<file path="config.mk">
export PLATFORM = sky130hd
export DESIGN_NAME = slc_regs
export DESIGN_NICKNAME = d
export VERILOG_FILES = /design/src/logic/slc_pkg.sv /design/src/logic/slc_regs.sv
export SDC_FILE = /design/constraint.sdc
export NUM_CORES = 1
export LEC_CHECK = 0
export ABC_AREA = 1
export BUFFER_PORTS_ARGS = -buffer_cell sky130_fd_sc_hd__buf_2
export CAP_MARGIN = 20
export CORE_AREA = 2 2 263 265
export CTS_BUF_LIST = sky130_fd_sc_hd__clkbuf_4 sky130_fd_sc_hd__clkbuf_8 sky130_fd_sc_hd__clkbuf_16
export DETAILED_ROUTE_END_ITERATION = 6
export DIE_AREA = 0 0 265 267
export SETUP_SLACK_MARGIN = 0.5
export SYNTH_ARGS = -nofsm -noshare
export SYNTH_HDL_FRONTEND = slang
export SYNTH_SLANG_ARGS = --single-unit
</file>
<file path="constraint.sdc">
create_clock -name hclk -period 1.65 [get_ports hclk]
set_input_delay 0.0825 -clock hclk [delete_from_list [all_inputs] [get_ports hclk]]
set_output_delay 0.0825 -clock hclk [all_outputs]
set_load 0.02 [all_outputs]
</file>
<file path="src/logic/slc_pkg.sv">
package slc_pkg;

  // ----------------------------------------------------------------
  // Geometry
  // ----------------------------------------------------------------
  localparam int unsigned NUM_XLINK = 8; // External links 0..7
  localparam int unsigned NUM_PROCESSOR_LINK = 8; // Processor links 0..7
  localparam int unsigned NUM_TILE = 2; // Tiles with a debug config each
  localparam int unsigned IDX_W = 8; // Register index width
  localparam int unsigned IDX_LSB = 2; // Byte address = index * 4

  // ----------------------------------------------------------------
  // Register indices (byte address is four times the index)
  // ----------------------------------------------------------------
  localparam logic [7:0] IDX_SW_CFG = 8'h04; // Switch config, write lock
  localparam logic [7:0] IDX_DBG_T0 = 8'h10; // Tile 0 debug pin config
  localparam logic [7:0] IDX_DBG_T1 = 8'h11; // Tile 1 debug pin config
  localparam logic [7:0] IDX_DBG_SRC = 8'h1f; // Last debug cause
  localparam logic [7:0] IDX_LSTAT = 8'h20; // External link status base
  localparam logic [7:0] IDX_PSTAT = 8'h40; // Processor link status base
  localparam logic [7:0] IDX_LCFG = 8'h80; // Link config base
  localparam logic [7:0] IDX_STATIC = 8'ha0; // Static forward base
  localparam logic [7:0] IDX_BLK_MASK = 8'hf8; // Eight-entry block match

  // ----------------------------------------------------------------
  // Field positions
  // ----------------------------------------------------------------
  localparam int unsigned SW_LOCK_BIT = 31;
  localparam int unsigned DBG_REQ_EN_BIT = 1;
  localparam int unsigned DBG_DRIVE_EN_BIT = 0;
  localparam int unsigned SRC_PIN_BIT = 4;
  localparam int unsigned SRC_CORE1_BIT = 1;
  localparam int unsigned SRC_CORE0_BIT = 0;
  localparam int unsigned ST_KIND_LSB = 24; // 25:24
  localparam int unsigned ST_DEST_LSB = 16; // 23:16
  localparam int unsigned ST_DIR_LSB = 8; // 11:8
  localparam int unsigned ST_NET_LSB = 4; // 5:4
  localparam int unsigned ST_JUNK_BIT = 2;
  localparam int unsigned ST_DST_BIT = 1;
  localparam int unsigned ST_SRC_BIT = 0;
  localparam int unsigned LC_EN_BIT = 31;
  localparam int unsigned LC_WIDE_BIT = 30;
  localparam int unsigned LC_ERR_BIT = 27;
  localparam int unsigned LC_CR_ISSUED_BIT = 26;
  localparam int unsigned LC_CR_HELD_BIT = 25;
  localparam int unsigned LC_LINK_GREETING_TOKEN_BIT = 24;
  localparam int unsigned LC_RXRST_BIT = 23;
  localparam int unsigned LC_SYMGAP_LSB = 11; // 21:11
  localparam int unsigned LC_TOKGAP_LSB = 0; // 10:0
  localparam int unsigned SF_EN_BIT = 31;
  localparam int unsigned SF_PROC_BIT = 8;
  localparam int unsigned SF_CHAN_LSB = 0; // 4:0

  // Source/target kinds reported in link status
  localparam logic [1:0] KIND_SWITCH_LINK = 2'h0;
  localparam logic [1:0] KIND_PROC_LINK = 2'h1;
  localparam logic [1:0] KIND_CTRL_TARGET = 2'h2;

  // Static register slot i serves link letter (A=0 .. H=7): C D A B G H E F
  localparam logic [7:0][2:0] STATIC_LINK_MAP = {3'h5, 3'h4, 3'h7, 3'h6,
                                                 3'h1, 3'h0, 3'h3, 3'h2};

  // AHB constants
  localparam logic [1:0] HTRANS_NONSEQ = 2'h2;
  localparam logic [31:0] RDATA_NONE = 32'h0000_0000;

  // ----------------------------------------------------------------
  // Carriers
  // ----------------------------------------------------------------
  // Live status from one switch or processor link
  typedef struct packed {
    logic [1:0] kind;
    logic [7:0] dest;
    logic junk;
    logic dst_busy;
    logic src_busy;
  } slc_lstat_t;

  // Live state reported by one external link transceiver
  typedef struct packed {
    logic rx_error;
    logic credit_issued;
    logic credit_held;
  } slc_xmon_t;

  // Stored settings of one external link
  typedef struct packed {
    logic enable;
    logic five_wire;
    logic [10:0] sym_gap;
    logic [10:0] tok_gap;
    logic [3:0] direction;
    logic [1:0] network;
  } slc_xcfg_t;

  // Static forwarding settings of one link
  typedef struct packed {
    logic enable;
    logic proc;
    logic [4:0] chan_end;
  } slc_static_t;

  localparam slc_xcfg_t XCFG_RESET = '0;
  localparam slc_static_t STATIC_RESET = '0;

endpackage

</file>
<file path="src/logic/slc_regs.sv">
// The AHB-Lite interface to the registers is this design's own decision.
`timescale 1ns/1ps
module slc_regs (
  input wire logic hclk,
  input wire logic hresetn,
  input wire logic hclk_en,
  // AHB-Lite slave
  input wire logic hsel,
  input wire logic [31:0] haddr,
  input wire logic [1:0] htrans,
  input wire logic hwrite,
  input wire logic [2:0] hsize,
  input wire logic [31:0] hwdata,
  input wire logic hready,
  output logic hreadyout,
  output logic hresp,
  output logic [31:0] hrdata,
  // Shared halt line, open drain, active low
  input wire logic halt_line_n_in,
  output logic halt_line_n_out,
  output logic halt_line_n_oe_n,
  // Per-tile core halt state and debug request
  input wire logic [1:0] core_in_halt_state,
  output logic [1:0] core_debug_req,
  // Link status feeds
  input wire slc_pkg::slc_lstat_t [7:0] xlink_stat,
  input wire slc_pkg::slc_lstat_t [7:0] processor_link_stat,
  input wire slc_pkg::slc_xmon_t [7:0] xlink_mon,
  // Link settings and one-cycle commands
  output slc_pkg::slc_xcfg_t [7:0] xlink_cfg,
  output logic [7:0][1:0] processor_link_network,
  output logic [7:0] xlink_greet,
  output logic [7:0] xlink_rx_reset,
  output slc_pkg::slc_static_t [7:0] static_cfg
);

  // ----------------------------------------------------------------
  // State
  // ----------------------------------------------------------------
  typedef struct packed {
    logic pin_meta; // First synchroniser stage
    logic pin_sync; // Second synchroniser stage
    logic halt_prev; // Halt line asserted last cycle
    logic drive; // We pull the halt line low
    logic [1:0] dbg_req; // Requests to the cores
    logic wlock; // Control target write lock
    logic [1:0][1:0] dbg_cfg; // Per tile: request enable, drive enable
    logic [4:0] cause; // Last halt event cause
    slc_pkg::slc_xcfg_t [7:0] xcfg; // External link settings
    logic [7:0][1:0] pnet; // Processor link networks
    slc_pkg::slc_static_t [7:0] sfwd; // Static forward slots
    logic [7:0] greet; // Greeting pulses
    logic [7:0] rxrst; // Receiver reset pulses
    logic dp_sel; // Data phase pending
    logic dp_wr; // Pending transfer is a write
    logic dp_ok; // Address inside the block window
    logic [7:0] dp_idx; // Pending register index
    logic rd_wait; // Read data captured, answer now
    logic [31:0] rdata; // Registered read data
  } slc_state_t;

  slc_state_t s_reg;
  slc_state_t s_next;

  // Combinational helpers
  logic halt_asserted; // Line seen low, ours or external
  logic drive_now; // Some enabled core is halting
  logic halt_event; // New assertion of the halt line
  logic [31:0] rd_mux; // Read value of the pending index
  logic [2:0] slot; // Low index bits pick link slot
  logic [7:0] blk; // Index with slot bits masked

  // ----------------------------------------------------------------
  // Output wiring
  // ----------------------------------------------------------------
  // Reads take one wait state so hrdata always comes from a flop and a
  // write followed at once by a read of the same word sees the new value
  assign hreadyout = !(s_reg.dp_sel && !s_reg.dp_wr && !s_reg.rd_wait);
  assign hresp = 1'b0;
  assign hrdata = s_reg.rdata;
  assign halt_line_n_out = 1'b0;
  assign halt_line_n_oe_n = !s_reg.drive;
  assign core_debug_req = s_reg.dbg_req;
  assign xlink_greet = s_reg.greet;
  assign xlink_rx_reset = s_reg.rxrst;

  // Per-link settings out; static slots land on their lettered link
  genvar gi;
  generate
    for (gi = 0; gi < 8; gi++) begin : g_link
      assign xlink_cfg[gi] = s_reg.xcfg[gi];
      assign processor_link_network[gi] = s_reg.pnet[gi];
      assign static_cfg[slc_pkg::STATIC_LINK_MAP[gi]] = s_reg.sfwd[gi];
    end
  endgenerate

  // ----------------------------------------------------------------
  // Next-state logic
  // ----------------------------------------------------------------
  // Halt line logic, bus decode, register writes and read mux
  always_comb begin
    s_next = s_reg;
    slot = s_reg.dp_idx[2:0];
    blk = s_reg.dp_idx & slc_pkg::IDX_BLK_MASK;

    // Pin synchroniser; only the second stage is read
    s_next.pin_meta = halt_line_n_in;
    s_next.pin_sync = s_reg.pin_meta;

    // A core drives the line only while halting and allowed to
    drive_now = 1'b0;
    for (int t = 0; t < 2; t++) begin
      drive_now = drive_now |
                  (core_in_halt_state[t] & s_reg.dbg_cfg[t][slc_pkg::DBG_DRIVE_EN_BIT]);
    end
    s_next.drive = drive_now;

    // Our own drive shows up in the pin late, so count it directly
    halt_asserted = !s_reg.pin_sync || s_reg.drive;
    s_next.halt_prev = halt_asserted;
    halt_event = halt_asserted && !s_reg.halt_prev;

    // Requests follow the line for enabled tiles
    for (int t = 0; t < 2; t++) begin
      s_next.dbg_req[t] = halt_asserted & s_reg.dbg_cfg[t][slc_pkg::DBG_REQ_EN_BIT];
    end

    // Command pulses last one cycle
    s_next.greet = '0;
    s_next.rxrst = '0;

    // Read mux, reserved bits zero
    rd_mux = slc_pkg::RDATA_NONE;
    if (!s_reg.dp_ok) begin
      rd_mux = slc_pkg::RDATA_NONE;
    end else if (s_reg.dp_idx == slc_pkg::IDX_SW_CFG) begin
      rd_mux[slc_pkg::SW_LOCK_BIT] = s_reg.wlock;
    end else if (s_reg.dp_idx == slc_pkg::IDX_DBG_T0 ||
                 s_reg.dp_idx == slc_pkg::IDX_DBG_T1) begin
      rd_mux[1:0] = s_reg.dbg_cfg[s_reg.dp_idx[0]];
    end else if (s_reg.dp_idx == slc_pkg::IDX_DBG_SRC) begin
      rd_mux[4:0] = s_reg.cause;
    end else if (blk == slc_pkg::IDX_LSTAT) begin
      // Switch link status: live flags plus direction and network
      rd_mux[slc_pkg::ST_KIND_LSB +: 2] = xlink_stat[slot].kind;
      rd_mux[slc_pkg::ST_DEST_LSB +: 8] = xlink_stat[slot].dest;
      rd_mux[slc_pkg::ST_DIR_LSB +: 4] = s_reg.xcfg[slot].direction;
      rd_mux[slc_pkg::ST_NET_LSB +: 2] = s_reg.xcfg[slot].network;
      rd_mux[slc_pkg::ST_JUNK_BIT] = xlink_stat[slot].junk;
      rd_mux[slc_pkg::ST_DST_BIT] = xlink_stat[slot].dst_busy;
      rd_mux[slc_pkg::ST_SRC_BIT] = xlink_stat[slot].src_busy;
    end else if (blk == slc_pkg::IDX_PSTAT) begin
      // Processor link status has no direction field
      rd_mux[slc_pkg::ST_KIND_LSB +: 2] = processor_link_stat[slot].kind;
      rd_mux[slc_pkg::ST_DEST_LSB +: 8] = processor_link_stat[slot].dest;
      rd_mux[slc_pkg::ST_NET_LSB +: 2] = s_reg.pnet[slot];
      rd_mux[slc_pkg::ST_JUNK_BIT] = processor_link_stat[slot].junk;
      rd_mux[slc_pkg::ST_DST_BIT] = processor_link_stat[slot].dst_busy;
      rd_mux[slc_pkg::ST_SRC_BIT] = processor_link_stat[slot].src_busy;
    end else if (blk == slc_pkg::IDX_LCFG) begin
      // Write-only command bits read as zero
      rd_mux[slc_pkg::LC_EN_BIT] = s_reg.xcfg[slot].enable;
      rd_mux[slc_pkg::LC_WIDE_BIT] = s_reg.xcfg[slot].five_wire;
      rd_mux[slc_pkg::LC_ERR_BIT] = xlink_mon[slot].rx_error;
      rd_mux[slc_pkg::LC_CR_ISSUED_BIT] = xlink_mon[slot].credit_issued;
      rd_mux[slc_pkg::LC_CR_HELD_BIT] = xlink_mon[slot].credit_held;
      rd_mux[slc_pkg::LC_SYMGAP_LSB +: 11] = s_reg.xcfg[slot].sym_gap;
      rd_mux[slc_pkg::LC_TOKGAP_LSB +: 11] = s_reg.xcfg[slot].tok_gap;
    end else if (blk == slc_pkg::IDX_STATIC) begin
      rd_mux[slc_pkg::SF_EN_BIT] = s_reg.sfwd[slot].enable;
      rd_mux[slc_pkg::SF_PROC_BIT] = s_reg.sfwd[slot].proc;
      rd_mux[slc_pkg::SF_CHAN_LSB +: 5] = s_reg.sfwd[slot].chan_end;
    end

    // Read data phase: first cycle captures, second answers
    if (s_reg.dp_sel && !s_reg.dp_wr && !s_reg.rd_wait) begin
      s_next.rd_wait = 1'b1;
      s_next.rdata = rd_mux;
    end

    // Write data phase; writable fields only
    if (s_reg.dp_sel && s_reg.dp_wr && s_reg.dp_ok) begin
      if (s_reg.dp_idx == slc_pkg::IDX_SW_CFG) begin
        // The lock register itself stays writable so it can be undone
        s_next.wlock = hwdata[slc_pkg::SW_LOCK_BIT];
      end else if (s_reg.wlock) begin
        s_next.wlock = s_reg.wlock;
      end else if (s_reg.dp_idx == slc_pkg::IDX_DBG_T0 ||
                   s_reg.dp_idx == slc_pkg::IDX_DBG_T1) begin
        s_next.dbg_cfg[s_reg.dp_idx[0]] = hwdata[1:0];
      end else if (s_reg.dp_idx == slc_pkg::IDX_DBG_SRC) begin
        s_next.cause = {hwdata[slc_pkg::SRC_PIN_BIT], 2'h0,
                        hwdata[slc_pkg::SRC_CORE1_BIT], hwdata[slc_pkg::SRC_CORE0_BIT]};
      end else if (blk == slc_pkg::IDX_LSTAT) begin
        s_next.xcfg[slot].direction = hwdata[slc_pkg::ST_DIR_LSB +: 4];
        s_next.xcfg[slot].network = hwdata[slc_pkg::ST_NET_LSB +: 2];
      end else if (blk == slc_pkg::IDX_PSTAT) begin
        s_next.pnet[slot] = hwdata[slc_pkg::ST_NET_LSB +: 2];
      end else if (blk == slc_pkg::IDX_LCFG) begin
        s_next.xcfg[slot].enable = hwdata[slc_pkg::LC_EN_BIT];
        s_next.xcfg[slot].five_wire = hwdata[slc_pkg::LC_WIDE_BIT];
        s_next.xcfg[slot].sym_gap = hwdata[slc_pkg::LC_SYMGAP_LSB +: 11];
        s_next.xcfg[slot].tok_gap = hwdata[slc_pkg::LC_TOKGAP_LSB +: 11];
        s_next.greet[slot] = hwdata[slc_pkg::LC_LINK_GREETING_TOKEN_BIT];
        s_next.rxrst[slot] = hwdata[slc_pkg::LC_RXRST_BIT];
      end else if (blk == slc_pkg::IDX_STATIC) begin
        s_next.sfwd[slot].enable = hwdata[slc_pkg::SF_EN_BIT];
        s_next.sfwd[slot].proc = hwdata[slc_pkg::SF_PROC_BIT];
        s_next.sfwd[slot].chan_end = hwdata[slc_pkg::SF_CHAN_LSB +: 5];
      end
    end

    // Hardware event beats a software write in the same cycle
    if (halt_event) begin
      s_next.cause = '0;
      s_next.cause[slc_pkg::SRC_PIN_BIT] = !s_reg.pin_sync && !s_reg.drive;
      s_next.cause[slc_pkg::SRC_CORE1_BIT] =
        core_in_halt_state[1] & s_reg.dbg_cfg[1][slc_pkg::DBG_DRIVE_EN_BIT];
      s_next.cause[slc_pkg::SRC_CORE0_BIT] =
        core_in_halt_state[0] & s_reg.dbg_cfg[0][slc_pkg::DBG_DRIVE_EN_BIT];
    end

    // Address phase; only taken while the bus is ready
    if (hready) begin
      s_next.dp_sel = hsel && (htrans == slc_pkg::HTRANS_NONSEQ || htrans == 2'h3);
      s_next.dp_wr = hwrite;
      s_next.dp_ok = (haddr[31:10] == 22'h00_0000);
      s_next.dp_idx = haddr[slc_pkg::IDX_LSB +: slc_pkg::IDX_W];
      s_next.rd_wait = 1'b0;
    end
  end

  // ----------------------------------------------------------------
  // State register
  // ----------------------------------------------------------------
  // Everything freezes while the clock enable is low
  always_ff @(posedge hclk or negedge hresetn) begin
    if (!hresetn) begin
      s_reg <= '0;
      s_reg.pin_meta <= 1'b1;
      s_reg.pin_sync <= 1'b1;
    end else if (hclk_en) begin
      s_reg <= s_next;
    end
  end

endmodule // slc_regs

</file>
Word level (Yosys, flattened, before mapping). Cells that the tools add are included.

Bits in registers: 386. Bits of input ports: 310. Logic and storage cells: 267.

$lt $le $gt $ge: 4. Equal/unequal tests: 14. Multiplexer cells: 106. Bitwise gates (word level): 14. Reductions and logical operators: 32.

Operators with widths (number): $bwmux W240 (6); $mux W333 (4); $mux W240 (3); $demux W30 S3 (6); $mux W328 (1); $bwmux W56 (3); $mux W56 (2); $bmux W30 S3 (1); $mux W88 (1); $mux W28 (3); $bmux W13 S3 (2); $mux W72 (1); $demux W7 S3 (3); $mux W30 (2); $mux W13 (3); $mux W2 (17); $mux W33 (1); $mux W16 (2); $mux W5 (6); $mux W29 (1); $mux W26 (1); $eq A8 B5 Y1 const B (3); $mux W23 (1); $logic_not A22 Y1 (1); 40 further kinds (96).

Longest topological paths before layout.
Word-level depth: 17. Depth in mapped cells: 15.

Worst setup path after synthesis. Ideal clock, no wire load.

Kind: flip-flop to flip-flop. From: register s_reg (netlist bit blk[3]). To: register s_reg (netlist bit static_cfg[5]). Library setup time: 133 ps. Arrival time: 1666 ps. Data required time: 1517 ps. Setup slack: -148 ps. Stages on the path, launching flop included: 10. Clock period less this slack: 1798 ps. Cell sequence: dfrtp_1 > nor2_4 > nand3_2 > nor2_4 > nand4_2 > nor2_8 > nand2_4 > buf_6 > nand2_1 > o21ai_2.

Cells in the longest elaborated chain, start to end: 4. Elaborated cells on any way between the ends: 16. Those cells by class: 8 x eq/ne; 6 x bitwise; 2 x reduce/logical.

Ends and longest elaborated chain: from (decl) (RTL line slc_regs.sv:62) `slc_state_t s_reg;`; from (signal assigned) (RTL line slc_regs.sv:243) `s_reg <= s_next;`; $eq A8 B5 Y1, on equally long branches (RTL line slc_regs.sv:188, slc_regs.sv:189); $logic_or A1 B1 Y1 (RTL line slc_regs.sv:188) `end else if (s_reg.dp_idx == slc_pkg::IDX_DBG_T0 ||`; $not A1 Y1 (no source line); $reduce_and A10 Y1 (no source line) (*).

Every way passes the cells marked *; elsewhere a longest branch is shown, timed or not. A chain may end at the register's enable or synchronous reset.

Final worst setup path.
From: register s_reg[33] in the netlist's numbering. To: register s_reg (netlist bit static_cfg[27]).

Cells in the longest elaborated chain, start to end: 7. Elaborated cells on any way between the ends: 19. Those cells by class: 2 x order compare; 4 x eq/ne; 7 x mux; 3 x bitwise; 3 x reduce/logical.

Ends and longest elaborated chain: $lt A3 B4 Y1 (implied by the code) or $ge A3 B1 Y1 (tied branches) (RTL line slc_regs.sv:207) `s_next.sfwd[slot].enable = hwdata[slc_pkg::SF_EN_BIT];`; $logic_and A1 B1 Y1 (implied by the code) (RTL line slc_regs.sv:207); $mux W7 (implied by the code) (RTL line slc_regs.sv:207); $demux W7 S3 (RTL line slc_regs.sv:207); $bwmux W56 (RTL line slc_regs.sv:207); $bwmux W56 (RTL line slc_regs.sv:208) `s_next.sfwd[slot].proc = hwdata[slc_pkg::SF_PROC_BIT];`; $bwmux W56 (RTL line slc_regs.sv:209) `s_next.sfwd[slot].chan_end = hwdata[slc_pkg::SF_CHAN_LSB +: 5];`.

Several ways; a longest one is shown, not always the timed one.

==> metrics <==
WS Path Type reg -> reg; Fillers around 6,700; Max FO, Critical Path 7; DR DRC count 0; full die area between 70,000 and 80,000 um^2; synthesized flop and latch total approximately 380; startpoint type of the worst setup path flip-flop; row cnt 96; mux contribution to synthesized area 0%; overall power 25,500 uW; largest family of logic cells by synthesized area simple AND/OR/NAND/NOR gates; antenna violations before repair 13; area leader, netlist dfrtp_1; Initial Util between 30 and 40%; number of synthesized flops with an enable pin 0; Synth async-reset ratio 100.0%; slowest CP cell dfrtp_4; routed vias roughly 23,000; Tmin final around 2.1 ns; number of flip-flops in the largest register 240; PwrDens 818.9 nW/um^2; Total GRT Usage between 20% and 30%; final setup fails approximately 370; Internal Power about 18,000 uW; RSZ-0062 raised after global routing yes; fin. max-slew vios 0; Final nets 3,994; Hold Startpoint xlink_stat[48]; Die H approximately 270 um; Final ANT Viol Nets 0; Worst EP arrival ~2.5 ns; final hold vios 0; pre-CTS worst setup slack -0.6303 ns; worst hold path class in -> reg; r2r endpoint static_cfg[27]; placed insts about 4,400; H-tree levels 2; Synth Area in XOR/XNOR 0%; global-route wire length before repair roughly 150,000 um; Worst Skew 0.02327 ns; Root Buffer clkbuf_16; Rel. slew slack around 55%; WHS Path Cells 7; adder-cell area share of the yosys netlist 0%; CTS clk-pin slew, worst paths about 0.06 ns; power share of the clock group 40.4%; violated checks negative setup slack; number of non-filler instances in the completed layout 4,614; clk buf depth 3; Initial DRT Pass Iterations 6; top-area cell type share of the netlist area between 40 and 50%; Synth cell types 43; Primary FF master, synth dfrtp_1; synthesized cell area 22,700 um^2; post-synthesis simple-gate area fraction a little over a quarter; worst hold slack about 0.012 ns; sequential cell fraction of total power 37.6%; WL/cell roughly 24 um; CP bufs+invs 4; sequential area share after synthesis between 40% and 50%; Max Fclk just under 0.5 GHz; Max-Cap Viols 0; worst vdd ir 0.7030 mV; Area growth syn-to-layout 37.18%; Synth Area in Compound Gates ~12%; TNS Setup -100.40 ns; leakage between 0.015 and 0.02 uW; largest net degree at the start of global routing 48; DRT Wirelength between 100,000 and 150,000 um; final worst setup slack -0.4041 ns; reg2reg setup slack -0.40 ns; combinational power share between 20% and 30%; final cycle utilization of the critical path 124.5%; Mapped Cells ~3,000; Congestion Overflow GR 0; ranking of synthesized cells by area dfrtp_1, nand2_1, buf_4; CTS tree done; Num CTS Buffers between 40 and 50; max incr delay on CP approximately 0.56 ns; syn_area_per_cell about 7.4 um^2; I/O pins ~680; vias in the first global route about 21,000; reg2reg start s_reg[33]; Placer Congestion between 0.9 and 1; DIE WIDTH roughly 270 um; share of layout cells above drive strength 1 a little over a third; outcome finished with violations; worst-margin pin slew 0.6801 ns; Crit. End Element flip-flop; R2R cell count 13; Synth top cells by count nand2_1, dfrtp_1, buf_4; Switch Pwr 7829 uW; hpwl dp 80,350 um; switch share a little under a third; core box area around 70,000 um^2; Hold Path End hrdata[22]; CTS sink count 384; Vias/cell around 5.1; IO Port Bufs approximately 660; crit path cell chain buf_12, nor2_8, nand3_4, buf_4, nand2_4, nor2_4, nand2_4, nor2_8, buf_12, buf_6, nand2_8, nand2_1, o21ai_1; Iter 0 DRT Violations 2,522; count leader, synth nand2_1; Yosys warnings 0; clk_lat worst skew approximately 0.60 ns; Req. time, crit path roughly 2.1 ns; crit-path leading delay family simple AND/OR/NAND/NOR gates
## through the flow
| stage | utilization, % | cell area (um^2) |
|---|---|---|
| final | 45.80 | 31140 |
| after global routing | 45.79 | 31130 |
| after CTS | 43.02 | 29250 |
| after detailed placement | 38.82 | 26390 |
| after global placement | 38.82 | 26390 |
| after floorplan | - | 23010 |
## repair_timing
| action | CTS | global route |
|---|---|---|
| hold buffers | 93 | 0 |
| setup buffers | 7 | 40 |
| endpoints found under the hold margin | 434 | 0 |
| gates resized for setup | 71 | 297 |
| cloned | 3 | 24 |
| pin swaps | 10 | 42 |
| setup endpoints to repair | 732 | 733 |
## area by class of cell
type	instances	area, um^2	share of cell area, %
multi-input cells	1968	9847	31.63
flip-flops and latches	384	9622	30.90
repair buffers	1075	8205	26.35
clock buffers	65	1350	4.336
well taps	882	1104	3.544
inverters	208	809.5	2.600
clock inverters	20	162.7	0.5224
diodes	11	27.53	0.08841
repair inverters	1	8.758	0.02813
## routing by layer
| layer | GRT usage (%) | wire length (um) |
|---|---|---|
| met1 | 38.14 | 45340 |
| met2 | 46.84 | 51360 |
| met3 | 6.689 | 9990 |
| met4 | 13.97 | 6116 |
| met5 | 0 | 0 |
## tightest hold or removal path: stages
cell and delay [ns]:
buf_2 0.11, nor2_1 0.09, nor2_1 0.06, nand3_2 0.09, a21oi_2 0.05, nand2_1 0.04, nand2_1 0.04
## logic make-up (layout without fill, tap and decap cells)
kind of cell / Yosys count / after routing
flops: 384 / 384
compound gates: 514 / 514
other cells: 1 / 15
buf+inv: 738 / 1369
simple gates: 1445 / 1450
## worst max-delay path by stage
stage | from | to | depth (start not counted) | slack [ns]
after detailed placement | s_reg[33] | hrdata[19] | 11 | -0.63
after global routing | s_reg[33] | xlink_cfg[21] | 10 | -0.46
final | s_reg[33] | static_cfg[27] | 13 | -0.40
after global placement | s_reg[33] | hrdata[19] | 11 | -0.67
after CTS | s_reg[34] | xlink_cfg[214] | 10 | -0.33
after floorplan | s_reg[35] | static_cfg[5] | 12 | -0.10
## cells in the final DEF, fill, tap and decap left out, types with 8 or more instances in the layout
| cell | Yosys | layout |
|---|---|---|
| buf_2 | 65 | 658 |
| clkbuf_8 | 0 | 9 |
| nand2_4 | 10 | 32 |
| nand3_2 | 13 | 20 |
| clkbuf_4 | 0 | 10 |
| diode_2 | 0 | 11 |
| a21oi_1 | 34 | 24 |
| buf_6 | 16 | 28 |
| o21ai_2 | 25 | 49 |
| a21oi_2 | 0 | 8 |
| nor2_2 | 4 | 12 |
| a22oi_1 | 12 | 11 |
| nand4_1 | 25 | 25 |
| o22ai_1 | 29 | 28 |
| nand2_2 | 5 | 98 |
| nor2_4 | 3 | 12 |
| clkbuf_16 | 0 | 62 |
| nor2_1 | 253 | 236 |
| inv_1 | 200 | 199 |
| buf_12 | 0 | 78 |
| nand2_1 | 1035 | 914 |
| clkinv_2 | 0 | 11 |
| o21ai_1 | 101 | 143 |
| buf_8 | 0 | 13 |
| nand2_8 | 0 | 10 |
| o21ai_0 | 303 | 237 |
| dfrtp_1 | 382 | 378 |
| dlygate4sd3_1 | 0 | 93 |
| nand3_1 | 68 | 45 |
| buf_4 | 371 | 185 |
| nand3_4 | 2 | 19 |
## power groups by stage
| stage | sequential (uW) | clock [uW] | combinational [uW] |
|---|---|---|---|
| 6_report | 9580 | 10300 | 5620 |
| 5_1_grt | 9580 | 10800 | 5950 |
| 4_1_cts | 9570 | 10400 | 5110 |
| 3_5_place_dp | 9730 | 0 | 4700 |
| 3_3_place_gp | 9730 | 0 | 4680 |
| 2_1_floorplan | 9710 | 0 | 1960 |
No activity file was read; power rests on OpenSTA's default activity.
